===== config.mk =====
export PLATFORM = sky130hd
export DESIGN_NAME = pit_top
export DESIGN_NICKNAME = d
export VERILOG_FILES = /design/src/verilog/pit_pkg.sv /design/src/verilog/pit_core_if.sv /design/src/verilog/pit_core.sv /design/src/verilog/pit_top.sv
export VERILOG_INCLUDE_DIRS = /design/src /design/src/verilog
export SDC_FILE = /design/constraint.sdc
export NUM_CORES = 1
export LEC_CHECK = 0
export ABC_AREA = 1
export BUFFER_PORTS_ARGS = -buffer_cell sky130_fd_sc_hd__buf_2
export CORE_AREA = 2 2 117 119
export DETAILED_ROUTE_END_ITERATION = 10
export DIE_AREA = 0 0 119 121
export HOLD_SLACK_MARGIN = 0.12
export PLACE_DENSITY = 0.61
export SLEW_MARGIN = 20
export SYNTH_ARGS = -nofsm -noshare
export SYNTH_HDL_FRONTEND = slang
export SYNTH_HIERARCHICAL = 1
export SYNTH_SLANG_ARGS = --single-unit

===== constraint.sdc =====
create_clock -name clk -period 2.8 [get_ports clk]
set_clock_uncertainty 0.05 [all_clocks]
set_input_delay 0.14 -clock clk [delete_from_list [all_inputs] [get_ports clk]]
set_output_delay 0.14 -clock clk [all_outputs]
set_load 0.1 [all_outputs]

===== src/verilog/pit_consts.svh =====
// offsets, field positions, reset values and timing counts of the periodic timer
`ifndef PIT_CONSTS_SVH
`define PIT_CONSTS_SVH

// register indices; byte address is four times the index
`define PIT_IDX_CTRL 8'h22
`define PIT_IDX_COUNT 8'h24
`define PIT_IDX_ARB 8'h25
`define PIT_IDX_STATUS 8'h26
`define PIT_IDX_NONE 8'hFF

// control register fields
`define PIT_CTRL_W 11
`define PIT_CTRL_LVL_HI 10
`define PIT_CTRL_LVL_LO 8
`define PIT_CTRL_VEC_HI 7
`define PIT_CTRL_VEC_LO 0
`define PIT_CTRL_RST 11'h00F

// count register fields
`define PIT_CNT_MOD_HI 7
`define PIT_CNT_MOD_LO 0
`define PIT_CNT_PRE_BIT 8
`define PIT_MOD_RST 8'h00

// arbitration and status fields
`define PIT_ARB_W 4
`define PIT_ARB_RST 4'hF
`define PIT_STAT_PEND_BIT 0
`define PIT_STAT_OVR_BIT 1
`define PIT_STAT_STRAP_BIT 2
`define PIT_STAT_CNT_LO 8
`define PIT_STAT_CNT_HI 15

// timing
`define PIT_REF_DIV 4
`define PIT_PRESCALE 512
`define PIT_STRAP_WAIT 2'h3
`define PIT_LVL_OFF 3'h0

`endif


===== src/verilog/pit_pkg.sv =====
// types shared by the periodic timer modules
package pit_pkg;

    typedef enum logic [1:0] {
        PIT_IACK_NONE,
        PIT_IACK_TIMER,
        PIT_IACK_EXT,
        PIT_IACK_SPUR
    } pit_iack_e;

    typedef struct packed {
        logic [10:0] ctrl;
        logic [7:0] modulus;
        logic prescale;
        logic [3:0] arb;
        logic pending;
        logic overrun;
        logic [2:0] sync;
        logic [1:0] strap_wait;
        logic strap_done;
        logic wr_pend;
        logic [7:0] wr_idx;
        logic [31:0] rdata;
        logic iack_ack;
        pit_iack_e iack_kind;
        logic [7:0] iack_vec;
        logic restart;
    } pit_top_s;

endpackage


===== src/verilog/pit_core_if.sv =====
// signals between the register side and the counting core
`timescale 1ns/10ps
interface pit_core_if #(
    parameter int MOD_W = 8
);
    logic [MOD_W-1:0] modulus;
    logic prescale_sel;
    logic restart;
    logic expire;
    logic [MOD_W-1:0] count_now;

    modport ctrl (
        output modulus,
        output prescale_sel,
        output restart,
        input expire,
        input count_now
    );

    modport core (
        input modulus,
        input prescale_sel,
        input restart,
        output expire,
        output count_now
    );
endinterface


===== src/verilog/pit_core.sv =====
// prescaler and modulus down counter of the periodic timer
`timescale 1ns/10ps
`include "pit_consts.svh"
module pit_core
    import pit_pkg::*;
#(
    parameter int MOD_W = 8,
    parameter int REF_DIV = `PIT_REF_DIV,
    parameter int PRESCALE = `PIT_PRESCALE
) (
    input wire logic clk,
    input wire logic rst,
    pit_core_if.core cif
);
    localparam int PRE_W = $clog2(REF_DIV * PRESCALE);
    localparam logic [PRE_W-1:0] DIV_FAST = PRE_W'(REF_DIV - 1);
    localparam logic [PRE_W-1:0] DIV_SLOW = PRE_W'(REF_DIV * PRESCALE - 1);

    typedef struct packed {
        logic [PRE_W-1:0] pre;
        logic [MOD_W-1:0] cnt;
        logic expire;
    } pit_core_s;

    pit_core_s st_ff;
    pit_core_s nxt_st;
    logic [PRE_W-1:0] div_top;

    generate
        if (MOD_W < 1 || REF_DIV < 2 || PRESCALE < 2)
        begin : g_bad
            $error("pit_core: unsupported parameter values");
        end
    endgenerate

    ////////////////////////////////////////////////////////////////////////////////
    // period = modulus * REF_DIV clocks, times PRESCALE when prescale_sel is set
    always_comb
    begin
        nxt_st = st_ff;
        nxt_st.expire = 1'b0;
        div_top = cif.prescale_sel ? DIV_SLOW : DIV_FAST;
        if (cif.modulus == '0)
        begin
            // zero modulus clears the counter and holds it at zero
            nxt_st.pre = '0;
            nxt_st.cnt = '0;
        end
        else if (cif.restart)
        begin
            nxt_st.pre = '0;
            nxt_st.cnt = cif.modulus;
        end
        else if (st_ff.pre == div_top)
        begin
            nxt_st.pre = '0;
            if (st_ff.cnt <= MOD_W'(1))
            begin
                nxt_st.expire = 1'b1;
                nxt_st.cnt = cif.modulus;
            end
            else
            begin
                nxt_st.cnt = st_ff.cnt - MOD_W'(1);
            end
        end
        else
        begin
            nxt_st.pre = st_ff.pre + PRE_W'(1);
        end
    end

    always_ff @(posedge clk or posedge rst)
    begin
        if (rst)
        begin
            st_ff <= '0;
        end
        else
        begin
            st_ff <= nxt_st;
        end
    end

    assign cif.expire = st_ff.expire;
    assign cif.count_now = st_ff.cnt;
endmodule


===== src/verilog/pit_top.sv =====
// periodic interrupt timer with AHB-Lite register slave and acknowledge port
`timescale 1ns/10ps
`include "pit_consts.svh"
module pit_top
    import pit_pkg::*;
#(
    parameter int MOD_W = 8,
    parameter int REF_DIV = `PIT_REF_DIV,
    parameter int PRESCALE = `PIT_PRESCALE
) (
    input wire logic clk,
    input wire logic rst,
    input wire logic hsel,
    input wire logic [31:0] haddr,
    input wire logic [1:0] htrans,
    input wire logic hwrite,
    input wire logic [2:0] hsize,
    input wire logic [31:0] hwdata,
    input wire logic hready,
    output logic hreadyout,
    output logic hresp,
    output logic [31:0] hrdata,
    input wire logic clock_mode_pin,
    input wire logic [2:0] ext_irq_level,
    input wire logic iack_req,
    input wire logic [2:0] iack_level,
    output logic [2:0] irq_level,
    output logic irq_from_timer,
    output logic iack_ack,
    output logic iack_timer,
    output logic iack_ext,
    output logic iack_spurious,
    output logic [7:0] iack_vector
);

    generate
        if (MOD_W != 8)
        begin : g_bad
            $error("pit_top: modulus field is eight bits wide");
        end
        if (REF_DIV < 2 || PRESCALE < 2)
        begin : g_bad_div
            $error("pit_top: divider and prescale must be at least two");
        end
    endgenerate

    localparam pit_top_s RST_ST = '{
        ctrl: `PIT_CTRL_RST,
        modulus: `PIT_MOD_RST,
        prescale: 1'b0,
        arb: `PIT_ARB_RST,
        pending: 1'b0,
        overrun: 1'b0,
        sync: 3'h0,
        strap_wait: 2'h0,
        strap_done: 1'b0,
        wr_pend: 1'b0,
        wr_idx: `PIT_IDX_NONE,
        rdata: 32'h0000_0000,
        iack_ack: 1'b0,
        iack_kind: PIT_IACK_NONE,
        iack_vec: 8'h00,
        restart: 1'b0
    };

    pit_top_s st_ff;
    pit_top_s nxt_st;

    pit_core_if #(.MOD_W(MOD_W)) cif ();

    logic [2:0] lvl;
    logic [2:0] timer_lvl;
    logic take;
    logic [7:0] addr_idx;
    logic ack_spur;
    logic ack_timer;
    logic ack_ext;

    ////////////////////////////////////////////////////////////////////////////////
    // counting core, always on the system unit clock

    pit_core #(
        .MOD_W(MOD_W),
        .REF_DIV(REF_DIV),
        .PRESCALE(PRESCALE)
    ) u_core (
        .clk(clk),
        .rst(rst),
        .cif(cif)
    );

    assign cif.modulus = st_ff.modulus;
    assign cif.prescale_sel = st_ff.prescale;
    assign cif.restart = st_ff.restart;

    ////////////////////////////////////////////////////////////////////////////////
    // register read view

    function automatic logic [31:0] read_reg(
        input pit_top_s s,
        input logic [7:0] idx,
        input logic [7:0] cnt
    );
        logic [31:0] r;
        r = 32'h0000_0000;
        case (idx)
            `PIT_IDX_CTRL:
            begin
                r[`PIT_CTRL_W-1:0] = s.ctrl;
            end
            `PIT_IDX_COUNT:
            begin
                r[`PIT_CNT_MOD_HI:`PIT_CNT_MOD_LO] = s.modulus;
                r[`PIT_CNT_PRE_BIT] = s.prescale;
            end
            `PIT_IDX_ARB:
            begin
                r[`PIT_ARB_W-1:0] = s.arb;
            end
            `PIT_IDX_STATUS:
            begin
                r[`PIT_STAT_PEND_BIT] = s.pending;
                r[`PIT_STAT_OVR_BIT] = s.overrun;
                r[`PIT_STAT_STRAP_BIT] = s.strap_done;
                r[`PIT_STAT_CNT_HI:`PIT_STAT_CNT_LO] = cnt;
            end
            default:
            begin
                r = 32'h0000_0000;
            end
        endcase
        return r;
    endfunction

    ////////////////////////////////////////////////////////////////////////////////
    // request level and its arbitration against the external request

    assign lvl = st_ff.ctrl[`PIT_CTRL_LVL_HI:`PIT_CTRL_LVL_LO];
    assign timer_lvl = st_ff.pending ? lvl : `PIT_LVL_OFF;

    always_comb
    begin
        // a tie goes to the timer
        if (timer_lvl != `PIT_LVL_OFF && timer_lvl >= ext_irq_level)
        begin
            irq_level = timer_lvl;
            irq_from_timer = 1'b1;
        end
        else
        begin
            irq_level = ext_irq_level;
            irq_from_timer = 1'b0;
        end
    end

    ////////////////////////////////////////////////////////////////////////////////
    // acknowledge decision: arbitration field first, then timer, then external

    always_comb
    begin
        ack_spur = 1'b0;
        ack_timer = 1'b0;
        ack_ext = 1'b0;
        if (st_ff.arb == 4'h0)
        begin
            ack_spur = 1'b1;
        end
        else if (timer_lvl != `PIT_LVL_OFF && iack_level == timer_lvl)
        begin
            ack_timer = 1'b1;
        end
        else if (ext_irq_level != `PIT_LVL_OFF && iack_level == ext_irq_level)
        begin
            ack_ext = 1'b1;
        end
        else
        begin
            ack_spur = 1'b1;
        end
    end

    ////////////////////////////////////////////////////////////////////////////////
    // bus address decode

    assign take = hsel && hready && htrans[1];

    always_comb
    begin
        if (haddr[1:0] == 2'b00 && haddr[31:10] == 22'h00_0000)
        begin
            addr_idx = haddr[9:2];
        end
        else
        begin
            addr_idx = `PIT_IDX_NONE;
        end
    end

    ////////////////////////////////////////////////////////////////////////////////
    // next state

    always_comb
    begin
        nxt_st = st_ff;
        nxt_st.restart = 1'b0;
        nxt_st.iack_ack = 1'b0;
        nxt_st.iack_kind = PIT_IACK_NONE;

        // clock-mode pin through three flops
        nxt_st.sync = {st_ff.sync[1:0], clock_mode_pin};

        // catch the strap once the synchroniser has filled after release
        if (!st_ff.strap_done)
        begin
            if (st_ff.strap_wait != `PIT_STRAP_WAIT)
            begin
                nxt_st.strap_wait = st_ff.strap_wait + 2'h1;
            end
            else if (st_ff.sync[1] == st_ff.sync[2])
            begin
                nxt_st.prescale = ~st_ff.sync[2];
                nxt_st.strap_done = 1'b1;
                nxt_st.restart = 1'b1;
            end
        end

        // address phase
        nxt_st.wr_pend = take && hwrite;
        if (take)
        begin
            nxt_st.wr_idx = addr_idx;
        end
        if (take && !hwrite)
        begin
            nxt_st.rdata = read_reg(st_ff, addr_idx, cif.count_now);
        end

        // data phase of a write
        if (st_ff.wr_pend)
        begin
            case (st_ff.wr_idx)
                `PIT_IDX_CTRL:
                begin
                    nxt_st.ctrl = hwdata[`PIT_CTRL_W-1:0];
                end
                `PIT_IDX_COUNT:
                begin
                    nxt_st.modulus = hwdata[`PIT_CNT_MOD_HI:`PIT_CNT_MOD_LO];
                    nxt_st.prescale = hwdata[`PIT_CNT_PRE_BIT];
                    nxt_st.strap_done = 1'b1;
                    nxt_st.restart = 1'b1;
                end
                `PIT_IDX_ARB:
                begin
                    nxt_st.arb = hwdata[`PIT_ARB_W-1:0];
                end
                `PIT_IDX_STATUS:
                begin
                    if (hwdata[`PIT_STAT_OVR_BIT])
                    begin
                        nxt_st.overrun = 1'b0;
                    end
                end
                default:
                begin
                    nxt_st.wr_idx = st_ff.wr_idx;
                end
            endcase
        end

        // interrupt acknowledge cycle
        if (iack_req)
        begin
            nxt_st.iack_ack = 1'b1;
            if (ack_timer)
            begin
                nxt_st.iack_kind = PIT_IACK_TIMER;
                nxt_st.iack_vec = st_ff.ctrl[`PIT_CTRL_VEC_HI:`PIT_CTRL_VEC_LO];
                nxt_st.pending = 1'b0;
            end
            else if (ack_ext)
            begin
                nxt_st.iack_kind = PIT_IACK_EXT;
            end
            else
            begin
                nxt_st.iack_kind = PIT_IACK_SPUR;
            end
        end

        // expiry sets pending after any clear above, so the set wins
        if (cif.expire && lvl != `PIT_LVL_OFF)
        begin
            if (st_ff.pending && nxt_st.pending)
            begin
                nxt_st.overrun = 1'b1;
            end
            nxt_st.pending = 1'b1;
        end

        // a request level of zero drops any request still waiting
        if (nxt_st.ctrl[`PIT_CTRL_LVL_HI:`PIT_CTRL_LVL_LO] == `PIT_LVL_OFF)
        begin
            nxt_st.pending = 1'b0;
        end
    end

    ////////////////////////////////////////////////////////////////////////////////
    // state register

    always_ff @(posedge clk or posedge rst)
    begin
        if (rst)
        begin
            st_ff <= RST_ST;
        end
        else
        begin
            st_ff <= nxt_st;
        end
    end

    ////////////////////////////////////////////////////////////////////////////////
    // outputs

    assign hreadyout = 1'b1;
    assign hresp = 1'b0;
    assign hrdata = st_ff.rdata;
    assign iack_ack = st_ff.iack_ack;
    assign iack_timer = st_ff.iack_kind == PIT_IACK_TIMER;
    assign iack_ext = st_ff.iack_kind == PIT_IACK_EXT;
    assign iack_spurious = st_ff.iack_kind == PIT_IACK_SPUR;
    assign iack_vector = st_ff.iack_vec;

endmodule


**Word level (Yosys, flattened, before mapping)**

Cells that the tools add are included.

- Add/subtract/negate cells: 3
- Mux-type cells: 54
- Reductions and logical operators: 26
- Order comparisons: 2
- Bitwise operators: 2
- Eq/ne operators: 17

Operators by type and width:

| operator | count |
|---|---|
| $eq A8 B6 Y1 const B | 8 |
| $mux W8 | 6 |
| $mux W11 | 4 |
| $mux W19 | 2 |
| $mux W1 | 28 |
| $mux W24 | 1 |
| $logic_not A22 Y1 | 1 |
| $mux W9 | 2 |
| $pmux W3 S4 | 1 |
| $reduce_bool A3 Y1 | 4 |
| $add A11 B1 Y11 const B | 1 |
| $eq A11 B11 Y1 | 1 |
| $logic_and A1 B1 Y1 | 10 |
| $reduce_and A2 Y1 | 5 |
| $le A8 B1 Y1 const B | 1 |
| $logic_not A8 Y1 | 1 |
| $pmux W4 S2 | 1 |
| $sub A8 B1 Y8 const B | 1 |
| $eq A3 B3 Y1 | 2 |
| $mux W3 | 2 |
| $pmux W1 S3 | 2 |
| $mux W5 | 1 |
| $eq A2 B2 Y1 const B | 2 |
| $logic_not A4 Y1 | 1 |
| 13 further kinds | 16 |

- Flip-flop bits (word level): 89
- Word-level logic and storage cells: 124
- Output and inout port bits: 50
- Bits of input ports: 82

**Logic depth before layout (Yosys ltp)**

- Depth in word-level cells: 11
- Mapped depth: 13
- Gate-level depth less buffers: 13

**Cells and area by module**

The synthesis kept the hierarchy.

Modules (own cells, without submodules):

| module | instances | cells an instance | area an instance (sq um) | seq. area each (sq um) |
|---|---|---|---|---|
| pit_top | 1 | 469 | 3771.1 | 1746.7 |
| pit_core | 1 | 188 | 1347.5 | 500.5 |

**Worst setup path before layout**

No wires, ideal clock.

- Path kind: register to output
- Start point: register st_ff[60] in the netlist's numbering
- End point: output irq_level[0]
- Data required time: 2.610 ns
- Path buffers: 0
- Cell stages (with the launch flop): 8
- Path slack: -0.681 ns
- Arrival: 3.291 ns
- Cells stage by stage: dfrtp_1 > nand2_1 > inv_1 > ha_1 > nand2_1 > o211ai_1 > nand2_1 > o21ai_0

- Word-level cells in the longest chain between the ends: 4
- Elaborated cells on any way between the ends: 5
- Those cells by class: order compare (1); mux (2); reduce/logical (2)

Ends and longest elaborated chain:

| element | RTL line | source |
|---|---|---|
| start, declared | pit_top.sv:66 | `pit_top_s st_ff;` |
| start signal, assigned | pit_top.sv:319 | `st_ff <= nxt_st;` |
| $mux W3 (no source line) (*) | - |  |
| $ge A3 B3 Y1 or $reduce_bool A3 Y1 (tied branches) | - |  |
| $logic_and A1 B1 Y1 | pit_top.sv:144 | `` if (timer_lvl != `PIT_LVL_OFF && timer_lvl >= ext_irq_level) `` |
| $mux W3 (*) | pit_top.sv:144 |  |
| end, declared | pit_top.sv:27 | `output logic [2:0] irq_level,` |

Mark *: on every way between the ends. The rest lies on a longest branch, timed or not.

**Final worst setup path**

- Start point: register st_ff[60] in the netlist's numbering
- End point: output irq_level[2]

Same word-level chain as after synthesis.

==> impl_results.md <==
- Cell area after layout: 5920 µm²
- Worst hold-check path type: in -> reg
- First-pass GRT wire length: 19.1 mm
- Number of distinct standard cells referenced by the synthesized netlist: 41
- Synthesis-to-finish area growth: 15.6%
- Seq/Total Area, Yosys: 43.9%
- Combined buffer and inverter count along the critical path: 2
- Maximum clock path buffer count: 2
- Count of maximum capacitance violations: 0
- Cell with the most instances on the worst path: nand2_1
- Die outline width: 119 µm
- Number of gates given a new drive strength after cts: 0
- Clock tree from TritonCTS: yes
- Total wire length: 11.2 mm
- RD Place Congestion: 0.890
- Yosys warns: 6
- Pin count of the biggest net entering global routing: 70
- Core Util, Final: 45.2%
- Number of failing setup endpoints in the final timing report: 0
- Worst skew pair latency: 0.34 ns
- Async set-or-reset flop fraction in the synthesized netlist: 100%
- Status: complete, no violations
- RSZ-0062 raised after global routing: no
- XOR/XNOR Fraction of Synth Area: 2.22%
- Register clock-pin slew on the reported worst setup and hold paths: 0.07 ns
- Commonest cells after routing, fill and taps aside: nand2_1, buf_2, nor2_1
- Required time reported for the critical path endpoint: 2.61 ns
- Multiplexer share of the synthesized area: 0.220%
- Post-DR vias/cell: 4.69
- Post-Place Cells: 881
- Number of nets in the final layout: 824
- Cell area after synthesis: 5120 µm²
- Dpl cell area: 5450 µm²
- Largest family of logic cells by synthesized area: simple AND/OR/NAND/NOR gates
- Total number of placement rows: 42
- Cells taking the most area after synthesis: dfrtp_1, nand2_1, dfstp_2
- Most common cell after layout, fill and taps aside: nand2_1
- Final cycle utilization of the critical path: 86.8%
- Final Max Tran Viols: 0
- CP top delay family: buffers and inverters
- Cell chosen for the clock root: clkbuf_16
- Largest stage delay on the critical path: 0.44 ns
- CP Data Arrival Time: 2.24 ns
- Adder and majority gate portion of the synthesized area: 1.71%
- Initial core utilization: 39.1%
- Full die area: 14400 µm²
- Top-area cell type share of the netlist area: 35.7%
- Final-report hold violation count: 0
- Number of global-route vias before repair: 4182
- Synthesized area per cell: 7.79 µm²
- Critical-path cell list: nand2_1, inv_1, ha_1, nand2_1, o211ai_1, nand2_1, o21ai_0, buf_2
- Worst path slowest cell: buf_2
- Number of buffer cells added on primary ports: 88
- Maximum fanout along the worst path: 7
- Core area: 13100 µm²
- Maximum operating frequency: 0.412 GHz
- HPWL reported at the end of detailed placement: 8.58 mm
- Post-synth top flop: dfrtp_1
- DR vias: 4298
- Sum Neg Setup Slack: 0 ns
- Compound-cell area share of the yosys netlist: 8.12%
- Initial drt markers: 259
- Synthesized-area fraction occupied by and/or/nand/nor cells: 29.8%
- Crit. End Element: output port
- Post-synth EDFFs: 0
- # diodes: 0
- Y dimension of the die: 121 µm
- Final routed wire length divided by cell count: 12.3 µm
- Tot GR Track Use: 16.4%
- Hold slack final: 0.135 ns
- Initial DRT Pass Iterations: 4
- Total clock buffers created by CTS: 9
- Total grt overflow: 0
- Maximum vdd drop: 0.000322 V
- Antenna violations before repair: 0
- H-tree depth reported by CTS: 3
- Critical path class: reg -> out
- Static leakage: 3.20 nW
- Top-level I/O count: 132
- Number of nets still failing antenna checks after routing: 0
- Share of cells above drive strength 1: 21.9%
- Slew at the pin closest to its max-slew limit: 0.783 ns
- Number of remaining DRC errors: 0
- Cell Count, Final, Fillers Out: 916
- Largest area contributor in the synthesized netlist: dfrtp_1
- Power density over the cells: 619 nW/µm²
- Critical path launch point type: flop
- Max_slew headroom: 47.7%
- Cells after synthesis: 657
- Min cycle time layout: 2.43 ns
- Post-synthesis register bit count: 89
- Clk sink count: 89
worst paths after layout:
kind / from / cells after the start / slack, ns / endpoint
hold reg to reg: nxt_st[57] / 0 / 0.30 / nxt_st[58]
setup reg to reg: st_ff[49] / 10 / 0.79 / st_ff[60]
min in group asynchronous: rst / 4 / 0.37 / hrdata[9]
setup / recovery: st_ff[60] / 8 / 0.37 / irq_level[2]
max in group asynchronous: rst / 3 / 1.74 / u_core/st_ff[15]
hold / removal: hwdata[10] / 4 / 0.14 / lvl[2]
routing by layer:
layer,track usage [%],routed length [µm],vias to the layer above
li1,-,-,2178
met1,20.7,5150,2002
met2,27.9,5350,97
met3,3.76,495,21
met4,5.36,225,0
met5,0,0,-
kinds of logic (layout without fill, tap and decap cells):
family / after synthesis / after routing
flops: 89 / 89
buf+inv: 135 / 202
other cells: 2 / 18
fa+ha+maj: 7 / 7
simple gates: 334 / 334
mux: 1 / 1
compound gates: 76 / 76
xor+xnor: 13 / 13
layout make-up:
type | instances | area, µm²
fill | 1314 | 7170
clock inverter | 6 | 51.3
inverter | 76 | 285
multi-input combinational | 449 | 2220
clock buffer | 10 | 229
sequential | 89 | 2250
tap | 176 | 220
timing repair buffer | 110 | 666
repair_timing:
item                                   CTS  global route
hold buffers                            19             0
buffers inserted                         0             0
endpoints found under the hold margin  102             0
worst reg2reg max path, cell delays in order (launching register included):
cell and delay, ns:
dfstp_2 0.53, nand2_1 0.08, nor3_4 0.19, nand3_2 0.13
nor2_4 0.16, inv_2 0.14, or2_2 0.30, o21ai_0 0.11
nand3_1 0.12, nand2_1 0.07, inv_1 0.03
cells in the mapped netlist, types with 2 or more instances:
master	instances
nand2_1	159
nor2_1	75
dfrtp_1	73
inv_1	72
nand3_1	51
buf_4	50
o21ai_0	44
dfstp_2	16
a21oi_1	12
xor2_1	9
nand4_1	8
nor2_2	8
ha_1	7
nand2_2	6
a31oi_1	5
nor3_1	5
clkbuf_1	4
inv_2	4
nand2_4	4
nand3_2	4
nor2_4	4
o211ai_1	4
o21ai_1	4
xnor2_1	4
o21bai_1	3
or2_2	3
buf_2	2
buf_6	2
conb_1	2
nor4_1	2
metrics by stage:
| step | total power, mW | worst slack (ns) |
|---|---|---|
| after CTS | 3.70 | 0.354 |
| after global placement | 2.50 | 0.777 |
| final | 3.66 | 0.371 |
| after detailed placement | 2.53 | 0.732 |
| after global routing | 3.90 | 0.218 |
| after floorplan | 2.43 | -0.681 |
registers in the layout (all words and copies together), names as in the netlist:
| register | count |
|---|---|
| st_ff | 29 |
| iack_ack | 1 |
| nxt_st | 2 |
| cif.modulus | 8 |
| cif.restart | 1 |
| hrdata | 16 |
| iack_vector | 8 |
| lvl | 3 |
| cif.prescale_sel | 1 |
| u_core/cif.count_now | 8 |
| u_core/st_ff | 11 |
| u_core/cif.expire | 1 |
power by group:
group / switching (mW) / internal, mW
registers: 0.137 / 1.43
logic: 0.661 / 0.298
clock network: 0.521 / 0.612
total: 1.32 / 2.34
No activity file was read; power rests on OpenSTA's default activity.
